### src/pkg/csb_pkg.sv
// constants for the core special-function register bank
package csb_pkg;
   // special-function addresses of the core registers
   localparam logic [7:0] CSB_ADDR_PWR = 8'h87; // power_control
   localparam logic [7:0] CSB_ADDR_SP = 8'h81; // stack_top_pointer
   localparam logic [7:0] CSB_ADDR_DPL = 8'h82; // data_pointer_low
   localparam logic [7:0] CSB_ADDR_DPH = 8'h83; // data_pointer_high
   localparam logic [7:0] CSB_ADDR_PSW = 8'hD0; // cpu_status_word
   localparam logic [7:0] CSB_ADDR_ACC = 8'hE0; // arith_working
   localparam logic [7:0] CSB_ADDR_MUL = 8'hF0; // multiply_helper
   localparam logic [7:0] CSB_ADDR_REV = 8'hFE; // silicon_revision_code
   // reset values
   localparam logic [7:0] CSB_RST_PWR = 8'h00;
   localparam logic [7:0] CSB_RST_PSW = 8'h00;
   localparam logic [7:0] CSB_RST_SP = 8'h07;
   localparam logic [7:0] CSB_RST_ZERO = 8'h00;
   // fields of the status word
   localparam int CSB_PSW_CY = 7;
   localparam int CSB_PSW_AC = 6;
   localparam int CSB_PSW_F0 = 5;
   localparam int CSB_PSW_RS1 = 4;
   localparam int CSB_PSW_RS0 = 3;
   localparam int CSB_PSW_OV = 2;
   localparam int CSB_PSW_F1 = 1;
   localparam int CSB_PSW_P = 0;
   // fields of the power control register
   localparam int CSB_PWR_BAUD2 = 7;
   localparam int CSB_PWR_SERWK = 6;
   localparam int CSB_PWR_EXTWK = 5;
   localparam int CSB_PWR_RSVD = 4;
   localparam int CSB_PWR_GFH = 3;
   localparam int CSB_PWR_GFL = 2;
   localparam int CSB_PWR_DEEP = 1;
   localparam int CSB_PWR_HALT = 0;
   localparam logic [7:0] CSB_PWR_WMASK = 8'hEF; // reserved bit stays zero
   // working register banks: four banks of eight
   localparam int CSB_BANK_REGS = 8;
   // bit-addressable addresses end in this low nibble or the next
   localparam logic [3:0] CSB_BIT_NIB0 = 4'h0;
   localparam logic [3:0] CSB_BIT_NIB8 = 4'h8;
   // value returned for unoccupied addresses
   localparam logic [7:0] CSB_UNMAPPED = 8'h00;
   // alu operation codes from the core
   typedef enum logic [2:0] {CSB_OP_NONE, CSB_OP_ADD, CSB_OP_SUB, CSB_OP_MUL, CSB_OP_DIV, CSB_OP_LOGIC} csb_op_t;
endpackage : csb_pkg

### src/logic/csb_core_sfr_bank.sv
// core special-function register bank with stack, pointer and status logic
// What this block does
// (RL1) arith_working is operand and result of add, subtract, multiply, divide, bit logic.
// (RL2) multiply_helper joins multiply and divide, otherwise a plain scratch register.
// (RL3) push or call increments stack_top_pointer first, then writes at new address.
// (RL4) reset loads stack_top_pointer with 07H so first stacked byte is at 08H.
// (RL5) data pointer is high and low bytes, usable as 16 bits or two bytes.
// (RL6) cpu_status_word sits at D0H, resets to 00H and allows single-bit access.
// (RL7) status bits 7..0: carry, half carry, flag zero, bank high, bank low, overflow, flag one, parity.
// (RL8) bank select bits pick working bank 0 to 3 by their binary value.
// (RL9) power_control sits at 87H, resets to 00H, no single-bit access.
// (RL10) power bits: baud double, serial wake, ext0 wake, reserved, two flags, deep sleep, halt.
// (RL11) all registers but program counter and banks live in the special-function space.
// (RL12) unoccupied addresses hold no register and read an unspecified value.
// (RL13) software does not touch reserved locations.
// (RL14) registers at addresses ending 0H or 8H allow single-bit addressing.
// (RL15) a read-only byte reports the silicon revision code.
// (RL16) lowest 32 RAM bytes are four banks of eight registers chosen by bank bits.
// (RL17) pop or return reads at stack_top_pointer, then decrements it with 8-bit wrap.
// (RL18) parity bit always equals even-parity indication of arith_working.
`timescale 1ns/10ps
module csb_core_sfr_bank #(
   parameter logic [7:0] REV_CODE = 8'h5A // arbitrary value
) (
   input wire logic ref_clk_in,
   input wire logic resetn_in,
   // direct special-function access from the core
   input wire logic [7:0] sfr_addr_in,
   input wire logic sfr_wr_in,
   input wire logic sfr_rd_in,
   input wire logic [7:0] sfr_wdata_in,
   input wire logic sfr_bit_in, // single-bit access
   input wire logic [2:0] sfr_bitpos_in,
   output logic [7:0] sfr_rdata_out,
   output logic sfr_bit_ok_out, // last bit access was to a bit-addressable register
   // alu result loading
   input wire csb_pkg::csb_op_t alu_op_in,
   input wire logic [7:0] alu_acc_in,
   input wire logic [7:0] alu_mul_in,
   input wire logic alu_cy_in,
   input wire logic alu_ac_in,
   input wire logic alu_ov_in,
   // stack operations
   input wire logic stk_push_in,
   input wire logic stk_pop_in,
   output logic [7:0] stk_addr_out,
   output logic stk_we_out,
   // data pointer as one 16-bit value
   input wire logic data_pointer_pair_wr_in,
   input wire logic data_pointer_pair_inc_in,
   input wire logic [15:0] data_pointer_pair_wdata_in,
   output logic [15:0] data_pointer_pair_out,
   // working register operand to RAM address
   input wire logic [2:0] reg_sel_in,
   output logic [7:0] reg_ram_addr_out,
   // register views to the rest of the chip
   output logic [7:0] arith_working_out,
   output logic [7:0] multiply_helper_out,
   output logic carry_flag_out,
   output logic [1:0] bank_sel_out,
   output logic uart_baud_doubler_out,
   output logic serial_wake_irq_enable_out,
   output logic ext0_wake_irq_enable_out,
   output logic deep_sleep_enable_out,
   output logic core_halt_enable_out
);
   import csb_pkg::*;

   logic [7:0] acc_reg, acc_next;
   logic [7:0] mul_reg, mul_next;
   logic [7:0] sp_reg, sp_next;
   logic [7:0] dph_reg, dph_next;
   logic [7:0] dpl_reg, dpl_next;
   logic [7:0] psw_reg, psw_next;
   logic [7:0] pwr_reg, pwr_next;
   logic [7:0] rdata_reg, rdata_next;
   logic bit_ok_reg;
   logic [7:0] stk_addr_reg, stk_addr_next;
   logic stk_we_reg;
   logic [7:0] reg_addr_reg;

   // address decode
   wire logic hit_acc = sfr_addr_in == CSB_ADDR_ACC;
   wire logic hit_mul = sfr_addr_in == CSB_ADDR_MUL;
   wire logic hit_sp = sfr_addr_in == CSB_ADDR_SP;
   wire logic hit_dph = sfr_addr_in == CSB_ADDR_DPH;
   wire logic hit_dpl = sfr_addr_in == CSB_ADDR_DPL;
   wire logic hit_psw = sfr_addr_in == CSB_ADDR_PSW; // [RL6]
   wire logic hit_pwr = sfr_addr_in == CSB_ADDR_PWR; // [RL9]
   wire logic hit_rev = sfr_addr_in == CSB_ADDR_REV; // [RL15]
   // single-bit access only to addresses ending in 0H or 8H
   wire logic bit_able = (sfr_addr_in[3:0] == CSB_BIT_NIB0) || (sfr_addr_in[3:0] == CSB_BIT_NIB8); // [RL14]
   wire logic wr_ok = sfr_wr_in && (!sfr_bit_in || bit_able); // [RL9] [RL14]

   // current value of the addressed register, unoccupied reads zero
   wire logic [7:0] cur_val =
      hit_acc ? acc_reg :
      hit_mul ? mul_reg :
      hit_sp ? sp_reg :
      hit_dph ? dph_reg :
      hit_dpl ? dpl_reg :
      hit_psw ? psw_reg :
      hit_pwr ? pwr_reg :
      hit_rev ? REV_CODE : CSB_UNMAPPED; // [RL11] [RL12] [RL15]

   // byte write value, or read-modify-write of one bit
   wire logic [7:0] bit_mask = 8'h01 << sfr_bitpos_in;
   wire logic [7:0] wr_val = sfr_bit_in ?
      ((cur_val & ~bit_mask) | (sfr_wdata_in[0] ? bit_mask : 8'h00)) : sfr_wdata_in; // [RL14]

   // stack pointer movement: pre-increment push, post-decrement pop
   wire logic [7:0] sp_inc = sp_reg + 8'h01; // [RL3]
   wire logic [7:0] sp_dec = sp_reg - 8'h01; // [RL17]

   // data pointer as one 16-bit value
   wire logic [15:0] data_pointer_pair_cur = {dph_reg, dpl_reg}; // [RL5]
   wire logic [15:0] data_pointer_pair_inc = data_pointer_pair_cur + 16'h0001;

   // even parity indication of the accumulator
   wire logic acc_par = ^acc_next; // [RL18]

   // working register address: bank times eight plus register
   wire logic [1:0] bank = {psw_next[CSB_PSW_RS1], psw_next[CSB_PSW_RS0]}; // [RL8]
   wire logic [7:0] reg_addr = {3'b000, bank, reg_sel_in}; // [RL16]

   // next-state logic for the accumulator and helper
   always_comb begin
      acc_next = acc_reg;
      mul_next = mul_reg;
      case (alu_op_in)
         CSB_OP_ADD, CSB_OP_SUB, CSB_OP_LOGIC: begin
            acc_next = alu_acc_in; // [RL1]
         end
         CSB_OP_MUL, CSB_OP_DIV: begin
            acc_next = alu_acc_in; // [RL1]
            mul_next = alu_mul_in; // [RL2]
         end
         default: begin
         end
      endcase
      if (wr_ok && hit_acc) begin
         acc_next = wr_val;
      end
      if (wr_ok && hit_mul) begin
         mul_next = wr_val; // [RL2]
      end
   end

   // next-state logic for status word
   always_comb begin
      psw_next = psw_reg;
      if (wr_ok && hit_psw) begin
         psw_next = wr_val; // [RL6]
      end
      case (alu_op_in)
         CSB_OP_ADD, CSB_OP_SUB: begin
            psw_next[CSB_PSW_CY] = alu_cy_in; // [RL7]
            psw_next[CSB_PSW_AC] = alu_ac_in;
            psw_next[CSB_PSW_OV] = alu_ov_in;
         end
         CSB_OP_MUL, CSB_OP_DIV: begin
            psw_next[CSB_PSW_CY] = 1'b0;
            psw_next[CSB_PSW_OV] = alu_ov_in;
         end
         CSB_OP_LOGIC: begin
            psw_next[CSB_PSW_CY] = alu_cy_in;
         end
         default: begin
         end
      endcase
      psw_next[CSB_PSW_P] = acc_par; // [RL18]
   end

   // next-state logic for power control, stack and data pointer
   always_comb begin
      pwr_next = pwr_reg;
      if (wr_ok && hit_pwr && !sfr_bit_in) begin
         pwr_next = sfr_wdata_in & CSB_PWR_WMASK; // [RL9] [RL10]
      end
      sp_next = sp_reg;
      stk_addr_next = stk_addr_reg;
      if (stk_push_in) begin
         sp_next = sp_inc; // [RL3]
         stk_addr_next = sp_inc; // [RL3]
      end else if (stk_pop_in) begin
         sp_next = sp_dec; // [RL17]
         stk_addr_next = sp_reg; // [RL17]
      end else if (wr_ok && hit_sp) begin
         sp_next = wr_val;
      end
      dph_next = dph_reg;
      dpl_next = dpl_reg;
      if (data_pointer_pair_wr_in) begin
         {dph_next, dpl_next} = data_pointer_pair_wdata_in; // [RL5]
      end else if (data_pointer_pair_inc_in) begin
         {dph_next, dpl_next} = data_pointer_pair_inc; // [RL5]
      end else begin
         if (wr_ok && hit_dph) begin
            dph_next = wr_val; // [RL5]
         end
         if (wr_ok && hit_dpl) begin
            dpl_next = wr_val; // [RL5]
         end
      end
      rdata_next = sfr_rd_in ? cur_val : rdata_reg; // [RL12]
   end

   // register state
   always_ff @(posedge ref_clk_in) begin
      if (!resetn_in) begin
         acc_reg <= CSB_RST_ZERO;
         mul_reg <= CSB_RST_ZERO;
         sp_reg <= CSB_RST_SP; // [RL4]
         dph_reg <= CSB_RST_ZERO;
         dpl_reg <= CSB_RST_ZERO;
         psw_reg <= CSB_RST_PSW; // [RL6]
         pwr_reg <= CSB_RST_PWR; // [RL9]
         rdata_reg <= CSB_RST_ZERO;
         bit_ok_reg <= 1'b0;
         stk_addr_reg <= CSB_RST_ZERO;
         stk_we_reg <= 1'b0;
         reg_addr_reg <= CSB_RST_ZERO;
      end else begin
         acc_reg <= acc_next;
         mul_reg <= mul_next;
         sp_reg <= sp_next;
         dph_reg <= dph_next;
         dpl_reg <= dpl_next;
         psw_reg <= psw_next;
         pwr_reg <= pwr_next;
         rdata_reg <= rdata_next;
         if (sfr_bit_in && (sfr_wr_in || sfr_rd_in)) begin
            bit_ok_reg <= bit_able; // [RL14]
         end
         stk_addr_reg <= stk_addr_next;
         stk_we_reg <= stk_push_in; // [RL3]
         reg_addr_reg <= reg_addr; // [RL16]
      end
   end

   // outputs straight from flip-flops
   assign sfr_rdata_out = rdata_reg;
   assign sfr_bit_ok_out = bit_ok_reg;
   assign stk_addr_out = stk_addr_reg;
   assign stk_we_out = stk_we_reg;
   assign data_pointer_pair_out = {dph_reg, dpl_reg};
   assign reg_ram_addr_out = reg_addr_reg;
   assign arith_working_out = acc_reg;
   assign multiply_helper_out = mul_reg;
   assign carry_flag_out = psw_reg[CSB_PSW_CY];
   assign bank_sel_out = {psw_reg[CSB_PSW_RS1], psw_reg[CSB_PSW_RS0]};
   assign uart_baud_doubler_out = pwr_reg[CSB_PWR_BAUD2];
   assign serial_wake_irq_enable_out = pwr_reg[CSB_PWR_SERWK];
   assign ext0_wake_irq_enable_out = pwr_reg[CSB_PWR_EXTWK];
   assign deep_sleep_enable_out = pwr_reg[CSB_PWR_DEEP];
   assign core_halt_enable_out = pwr_reg[CSB_PWR_HALT];
endmodule : csb_core_sfr_bank

### config.mk
export PLATFORM = sky130hd
export DESIGN_NAME = csb_core_sfr_bank
export DESIGN_NICKNAME = d
export VERILOG_FILES = /design/src/pkg/csb_pkg.sv /design/src/logic/csb_core_sfr_bank.sv
export SDC_FILE = /design/constraint.sdc
export NUM_CORES = 1
export LEC_CHECK = 0
export BUFFER_PORTS_ARGS = -buffer_cell sky130_fd_sc_hd__buf_2
export CAP_MARGIN = 20
export CORE_MARGIN = 3
export CORE_UTILIZATION = 54
export DETAILED_ROUTE_END_ITERATION = 8
export PLACE_DENSITY = 0.85
export SLEW_MARGIN = 15
export SYNTH_ARGS = -nofsm -noshare
export SYNTH_HDL_FRONTEND = slang
export SYNTH_SLANG_ARGS = --single-unit
### constraint.sdc
create_clock -name ref_clk_in -period 3 [get_ports ref_clk_in]
set_input_delay 0.15 -clock ref_clk_in [delete_from_list [all_inputs] [get_ports ref_clk_in]]
set_output_delay 0.15 -clock ref_clk_in [all_outputs]
set_load 0.005 [all_outputs]
==> results_dict.tcl, run 1 <==
set metrics [dict create \
    synth_top_area_cell "dfxtp_1" \
    core_um2 9240 \
    drt-vias-per-instance 6.216 \
    async_flop_share_pct 0 \
    worst_pin_slew_ps 726.5 \
    drive_gt1_share_pct 24.66 \
    dpl_cell_area_um2 6018 \
    ys_types 77 \
    place.gp.congestion 0.9822 \
    crit_top_cell "nand3_1" \
    relSlewSlack_pct 51.56 \
    cap_viol_max_count 0 \
    max_stage_delay_ps 560 \
    die_h_um 103.7 \
    path_cells "nor2_1, a2111oi_0, buf_4, o21ai_1, nand3_1, nand3_1, xnor3_1, or4b_1, o311ai_1" \
    cts_tree "built" \
    dp.cells 927 \
    synth_seq_cells 76 \
    wl_per_cell_um 19.70 \
    synth_top_cells_by_count "nor2_1, dfxtp_1, a21oi_1, nand2_1, o21ai_0" \
    hp-class "input pin to flop" \
    cp.required_ps 3250 \
    grt_antenna_before_repair 0 \
    setup_tns_ps 0 \
    initial_core_util_pct 55.82 \
    clock.fmax_mhz 373.6 \
    yosysTopAreaCellShare_pct 29.50 \
    grt_setup_unrepaired "false" \
    htreeDepth 3 \
    grt_pass1_wl_um 29060 \
    grt_max_degree 40 \
    final_antenna_net_count 0 \
    path_max_fanout 7 \
    p_leak_nw 2.689 \
    fillers 843 \
    cpMaxStageDelayCell "a2111oi_0" \
    clk_pin_slew_ps 90 \
    synthCells 682 \
    finalInstanceArea_um2 6223 \
    place_ws_ps 69.49 \
    placementRows 35 \
    nNetsFinal 884 \
    setup_viol 0 \
    numCtsBuffers 9 \
    ios 135 \
    seq_area_frac_synth_pct 29.50 \
    yosysMostFrequentCell "nor2_1" \
    cp_top_family "simple AND/OR/NAND/NOR gates" \
    die_area_um2 10760 \
    path_buf_inv 1 \
    skew_ps 16.48 \
    startpoint_type "flop" \
    slew_violations 0 \
    finalWirelength_um 18600 \
    synthTopCellsByArea "dfxtp_1, mux2i_1, a21oi_1" \
    clockBufferDepth 2 \
    num_antenna_cells 0 \
    hold_viol 0 \
    synth.cell_area_um2 5157 \
    hpwl_um 13920 \
    clock_latency_ps 350 \
    drc 0 \
    first_global_vias 5336 \
    stdcell_count 944 \
    route.vias.total 5868 \
    crit_arrival_ps 2920 \
    root_buffer "clkbuf_8" \
    drt-met1-wl_um 7845 \
    yosysWarnings 0 \
    post_cts_buffers 0 \
    die_width_um 103.7 \
    period_needed_ps 2677 \
    synth_edf_count 0 \
    grt_usage_pct 33.51 \
    setup_ws_ps 323.4 \
    max-vdd-ir-drop_mv 0.2535 \
    port_buffers 131 \
    highest_layer "met4" \
    cts.sinks 76 \
    powerDensity_nw_per_um2 404.4 \
    drt-initial-drc-count 518 \
    endpoint_kind "flop" \
    avgSynthCellArea_um2 7.562 \
    worstSetupPathType "flop to flop" \
    ctsResizeCount 0 \
    drtPass1Iterations 6 \
    min_period_over_period_pct 89.22 \
    total_power_mw 2.517 \
    grt_overflow 0 \
    outcome "complete, no violations" \
    hold_slack_ps 45.59 \
    route.met3.wl_um 1689 \
    synthFlopType "dfxtp_1" \
    area.growth.synth_to_final_pct 20.67 \
    route.met2.wl_um 8538 \
    fin_util_pct 67.35 \
]
==> cells by family (layout without fill, tap and decap cells) <==
kind of cell	Yosys count	after routing	share of synthesized area (%)
xor gates and xnor gates	24	24	4.342
adders and majority gates	3	3	0.7279
AOI/OAI and AO/OA	222	222	28.19
and+or+nand+nor	242	242	22.85
muxes	42	42	8.321
DFF	76	76	29.50
buffers and inverters	72	203	5.992
other	1	3	0.07271
==> final timing paths <==
check	from	end	slack, ps	cells after the start
min reg2reg	psw_reg[1]$_SDFFE_PN0P_	psw_reg[1]$_SDFFE_PN0P_	460	2
min	alu_ac_in	psw_reg[6]$_SDFFE_PN0P_	50	3
max reg2reg	dpl_reg[4]$_SDFFE_PN0P_	psw_reg[0]$_SDFF_PN0_	320	9
max	dpl_reg[4]$_SDFFE_PN0P_	psw_reg[0]$_SDFF_PN0_	320	9
==> layout make-up <==
class | instances | area, um2 | area share [%]
Inverter | 18 | 67.56 | 1.086
Sequential cell | 76 | 1521 | 24.45
Clock inverter | 3 | 40.04 | 0.6433
Multi-Input combinational cell | 536 | 3338 | 53.64
Clock buffer | 11 | 131.4 | 2.111
Timing Repair Buffer | 171 | 963.4 | 15.48
Tap cell | 129 | 161.4 | 2.593
==> worst min-delay path: stages <==
cell and delay, ps:
buf_2 100, nand2_1 50, a21oi_1 60
==> report_power, final <==
group	leakage, nW	switching (mW)	internal [mW]
Sequential	0.625	0.0863	1.07
Combinational	1.98	0.348	0.257
Clock	0.0890	0.380	0.374
Total	2.69	0.814	1.70
==> repair_timing <==
action | CTS | global route
hold buffers | 3 | 0
hold endpoints to repair | 3 | 0
setup endpoints to repair | 0 | 0
==> cell usage in the layout (no fill, tap or decap), drive strengths merged, types with 4 or more instances in the layout <==
master | Yosys | layout
nand4 | 12 | 12
a31oi | 7 | 7
o21a | 4 | 4
nor2 | 77 | 77
nand2 | 63 | 63
nand2b | 7 | 7
mux2i | 35 | 35
a21oi | 69 | 69
nor3 | 16 | 16
o31ai | 4 | 4
clkbuf | 39 | 11
nand3b | 4 | 4
o21ai | 57 | 57
xor2 | 13 | 13
or3 | 4 | 4
xnor2 | 10 | 10
a211o | 5 | 5
nor2b | 4 | 4
dfxtp | 76 | 76
mux2 | 7 | 7
a22oi | 4 | 4
o211ai | 7 | 7
nand3 | 24 | 24
a211oi | 19 | 19
inv | 15 | 15
clkinv | 3 | 5
o22ai | 5 | 5
a311oi | 4 | 4
buf | 15 | 168
and3 | 12 | 12
==> layer usage <==
| metal | GRT usage, % | vias up |
|---|---|---|
| met5 | 0 | - |
| met4 | 12.06 | 0 |
| met3 | 4.112 | 30 |
| met2 | 53.13 | 345 |
| met1 | 47.00 | 2747 |
| li1 | - | 2746 |
Note: power is estimated with default switching activity, not from simulation.
==> run 2, diff against run 1 <==
- CORE_UTILIZATION: 54 -> 55
- CTS_BUF_LIST: default -> sky130_fd_sc_hd__clkbuf_8
- PLACE_DENSITY: 0.85 -> 0.87
- SETUP_SLACK_MARGIN: default -> 0.4
==> results_dict.tcl, run 2 (same netlist as run 1, synthesis figures left out) <==
set metrics [dict create \
    clockBufferDepth 2 \
    num_antenna_cells 0 \
    cts_tree "built" \
    drive_gt1_share_pct 26.01 \
    final_antenna_net_count 0 \
    cap_viol_max_count 0 \
    grt_pass1_wl_um 28800 \
    drt-vias-per-instance 6.478 \
    finalWirelength_um 18820 \
    ios 135 \
    clk_pin_slew_ps 90 \
    worst_pin_slew_ps 613.5 \
    initial_core_util_pct 57.73 \
    total_power_mw 2.621 \
    hold_viol 0 \
    cts.sinks 76 \
    wl_per_cell_um 20.30 \
    drc 0 \
    grt_usage_pct 35.08 \
    period_needed_ps 2525 \
    hpwl_um 14090 \
    placementRows 34 \
    cp.required_ps 3240 \
    area.growth.synth_to_final_pct 21.81 \
    die_width_um 102.8 \
    route.vias.total 6005 \
    core_um2 8934 \
    numCtsBuffers 9 \
    r2r_slack_ps 480 \
    p_leak_nw 2.717 \
    die_h_um 102.8 \
    grt_overflow 0 \
    fin_util_pct 70.32 \
    die_area_um2 10580 \
    fillers 761 \
    clock_latency_ps 360 \
    min_to "psw_reg[6]$_SDFFE_PN0P_" \
    worstSetupPathType "flop to flop" \
    endpoint_kind "flop" \
    relSlewSlack_pct 58.83 \
    path_max_fanout 3 \
    nNetsFinal 886 \
    skew_ps 14.91 \
    drtPass1Iterations 5 \
    ff2ff_path_depth 9 \
    grt_antenna_before_repair 0 \
    min_period_over_period_pct 84.16 \
    setup_tns_ps 0 \
    first_global_vias 5489 \
    final_cell_mix "buf_2, nor2_1, dfxtp_1" \
    powerDensity_nw_per_um2 417.2 \
    htreeDepth 3 \
    grt_max_degree 34 \
    hold_slack_ps 34.82 \
    multi_input_area_um2 3373 \
    crit_arrival_ps 2770 \
    clock.fmax_mhz 396.1 \
    worstHoldStart "alu_ac_in" \
    grt_setup_unrepaired "false" \
    seq_area_um2 1524 \
    root_buffer "clkbuf_8" \
    layout_commonest_cell "buf_2" \
    drt-initial-drc-count 553 \
    port_buffers 131 \
    slew_violations 0 \
    hold-path-cell-count 3 \
    place.gp.congestion 0.9794 \
    r2r_start "pwr_reg[0]$_SDFFE_PN0P_" \
    reg2reg_to "psw_reg[0]$_SDFF_PN0_" \
    outcome "complete, no violations" \
    hp-class "input pin to flop" \
    setup_viol 0 \
    finalInstanceArea_um2 6282 \
    dpl_cell_area_um2 5992 \
    max-vdd-ir-drop_mv 0.2629 \
    startpoint_type "flop" \
]
==> run 2: metrics by stage <==
step           worst slack (ps)  std cells
6_report                  475.2        927
5_1_grt                   357.5        927
4_1_cts                   429.1        925
3_5_place_dp              23.62        906
3_3_place_gp              12.25        906
2_1_floorplan             404.5        684
==> run 2: repair_timing <==
item | 4_1_cts | 5_1_grt
buffers inserted | 0 | 2
endpoints found under the hold margin | 3 | 0
endpoints found under the setup margin | 1 | 1
gates resized for setup | 2 | 11
hold buffers | 3 | 0
pin swaps | 0 | 4
==> run 2: layout make-up <==
class                   count  area share (%)
multi-input cells         536           53.69
flip-flops and latches     76           24.26
repair buffers            173           15.57
clock buffers              11           2.410
well taps                 108           2.151
inverters                  18           1.075
clock inverters             5          0.8365
==> run 2: worst max path at each step <==
| stage | startpoint | endpoint | slack [ps] | depth (start not counted) |
|---|---|---|---|---|
| global route | sfr_addr_in[5] | psw_reg[0]$_SDFF_PN0_ | 360 | 11 |
| CTS | pwr_reg[0]$_SDFFE_PN0P_ | psw_reg[0]$_SDFF_PN0_ | 430 | 9 |
| finish | pwr_reg[0]$_SDFFE_PN0P_ | psw_reg[0]$_SDFF_PN0_ | 480 | 9 |
| detailed placement | sfr_addr_in[5] | psw_reg[0]$_SDFF_PN0_ | 20 | 11 |
| global placement | sfr_addr_in[5] | psw_reg[0]$_SDFF_PN0_ | 10 | 11 |
| floorplan | sfr_addr_in[1] | psw_reg[0]$_SDFF_PN0_ | 400 | 11 |
==> run 2: worst max-delay path: stages (launching register included) <==
cell      delay [ps]
dfxtp_1          400
and3_1           190
o211ai_1          80
a22o_1           270
a21oi_2          190
o22a_1           190
o21ai_1          120
xnor3_1          400
or4b_1           480
o311ai_1         100
==> run 2: per-layer routing <==
metal / vias up / GRT usage, % / wire length, um
li1: 2764 / - / -
met1: 2818 / 47.94 / 7770
met2: 370 / 55.46 / 8621
met3: 53 / 5.345 / 1715
met4: 0 / 14.54 / 709
met5: - / 0 / 0
==> run 2: where the power goes <==
group	switching [mW]	leakage [nW]	internal [mW]
clock	0.418	0.104	0.425
sequential	0.0906	0.626	1.07
combinational	0.352	1.99	0.262
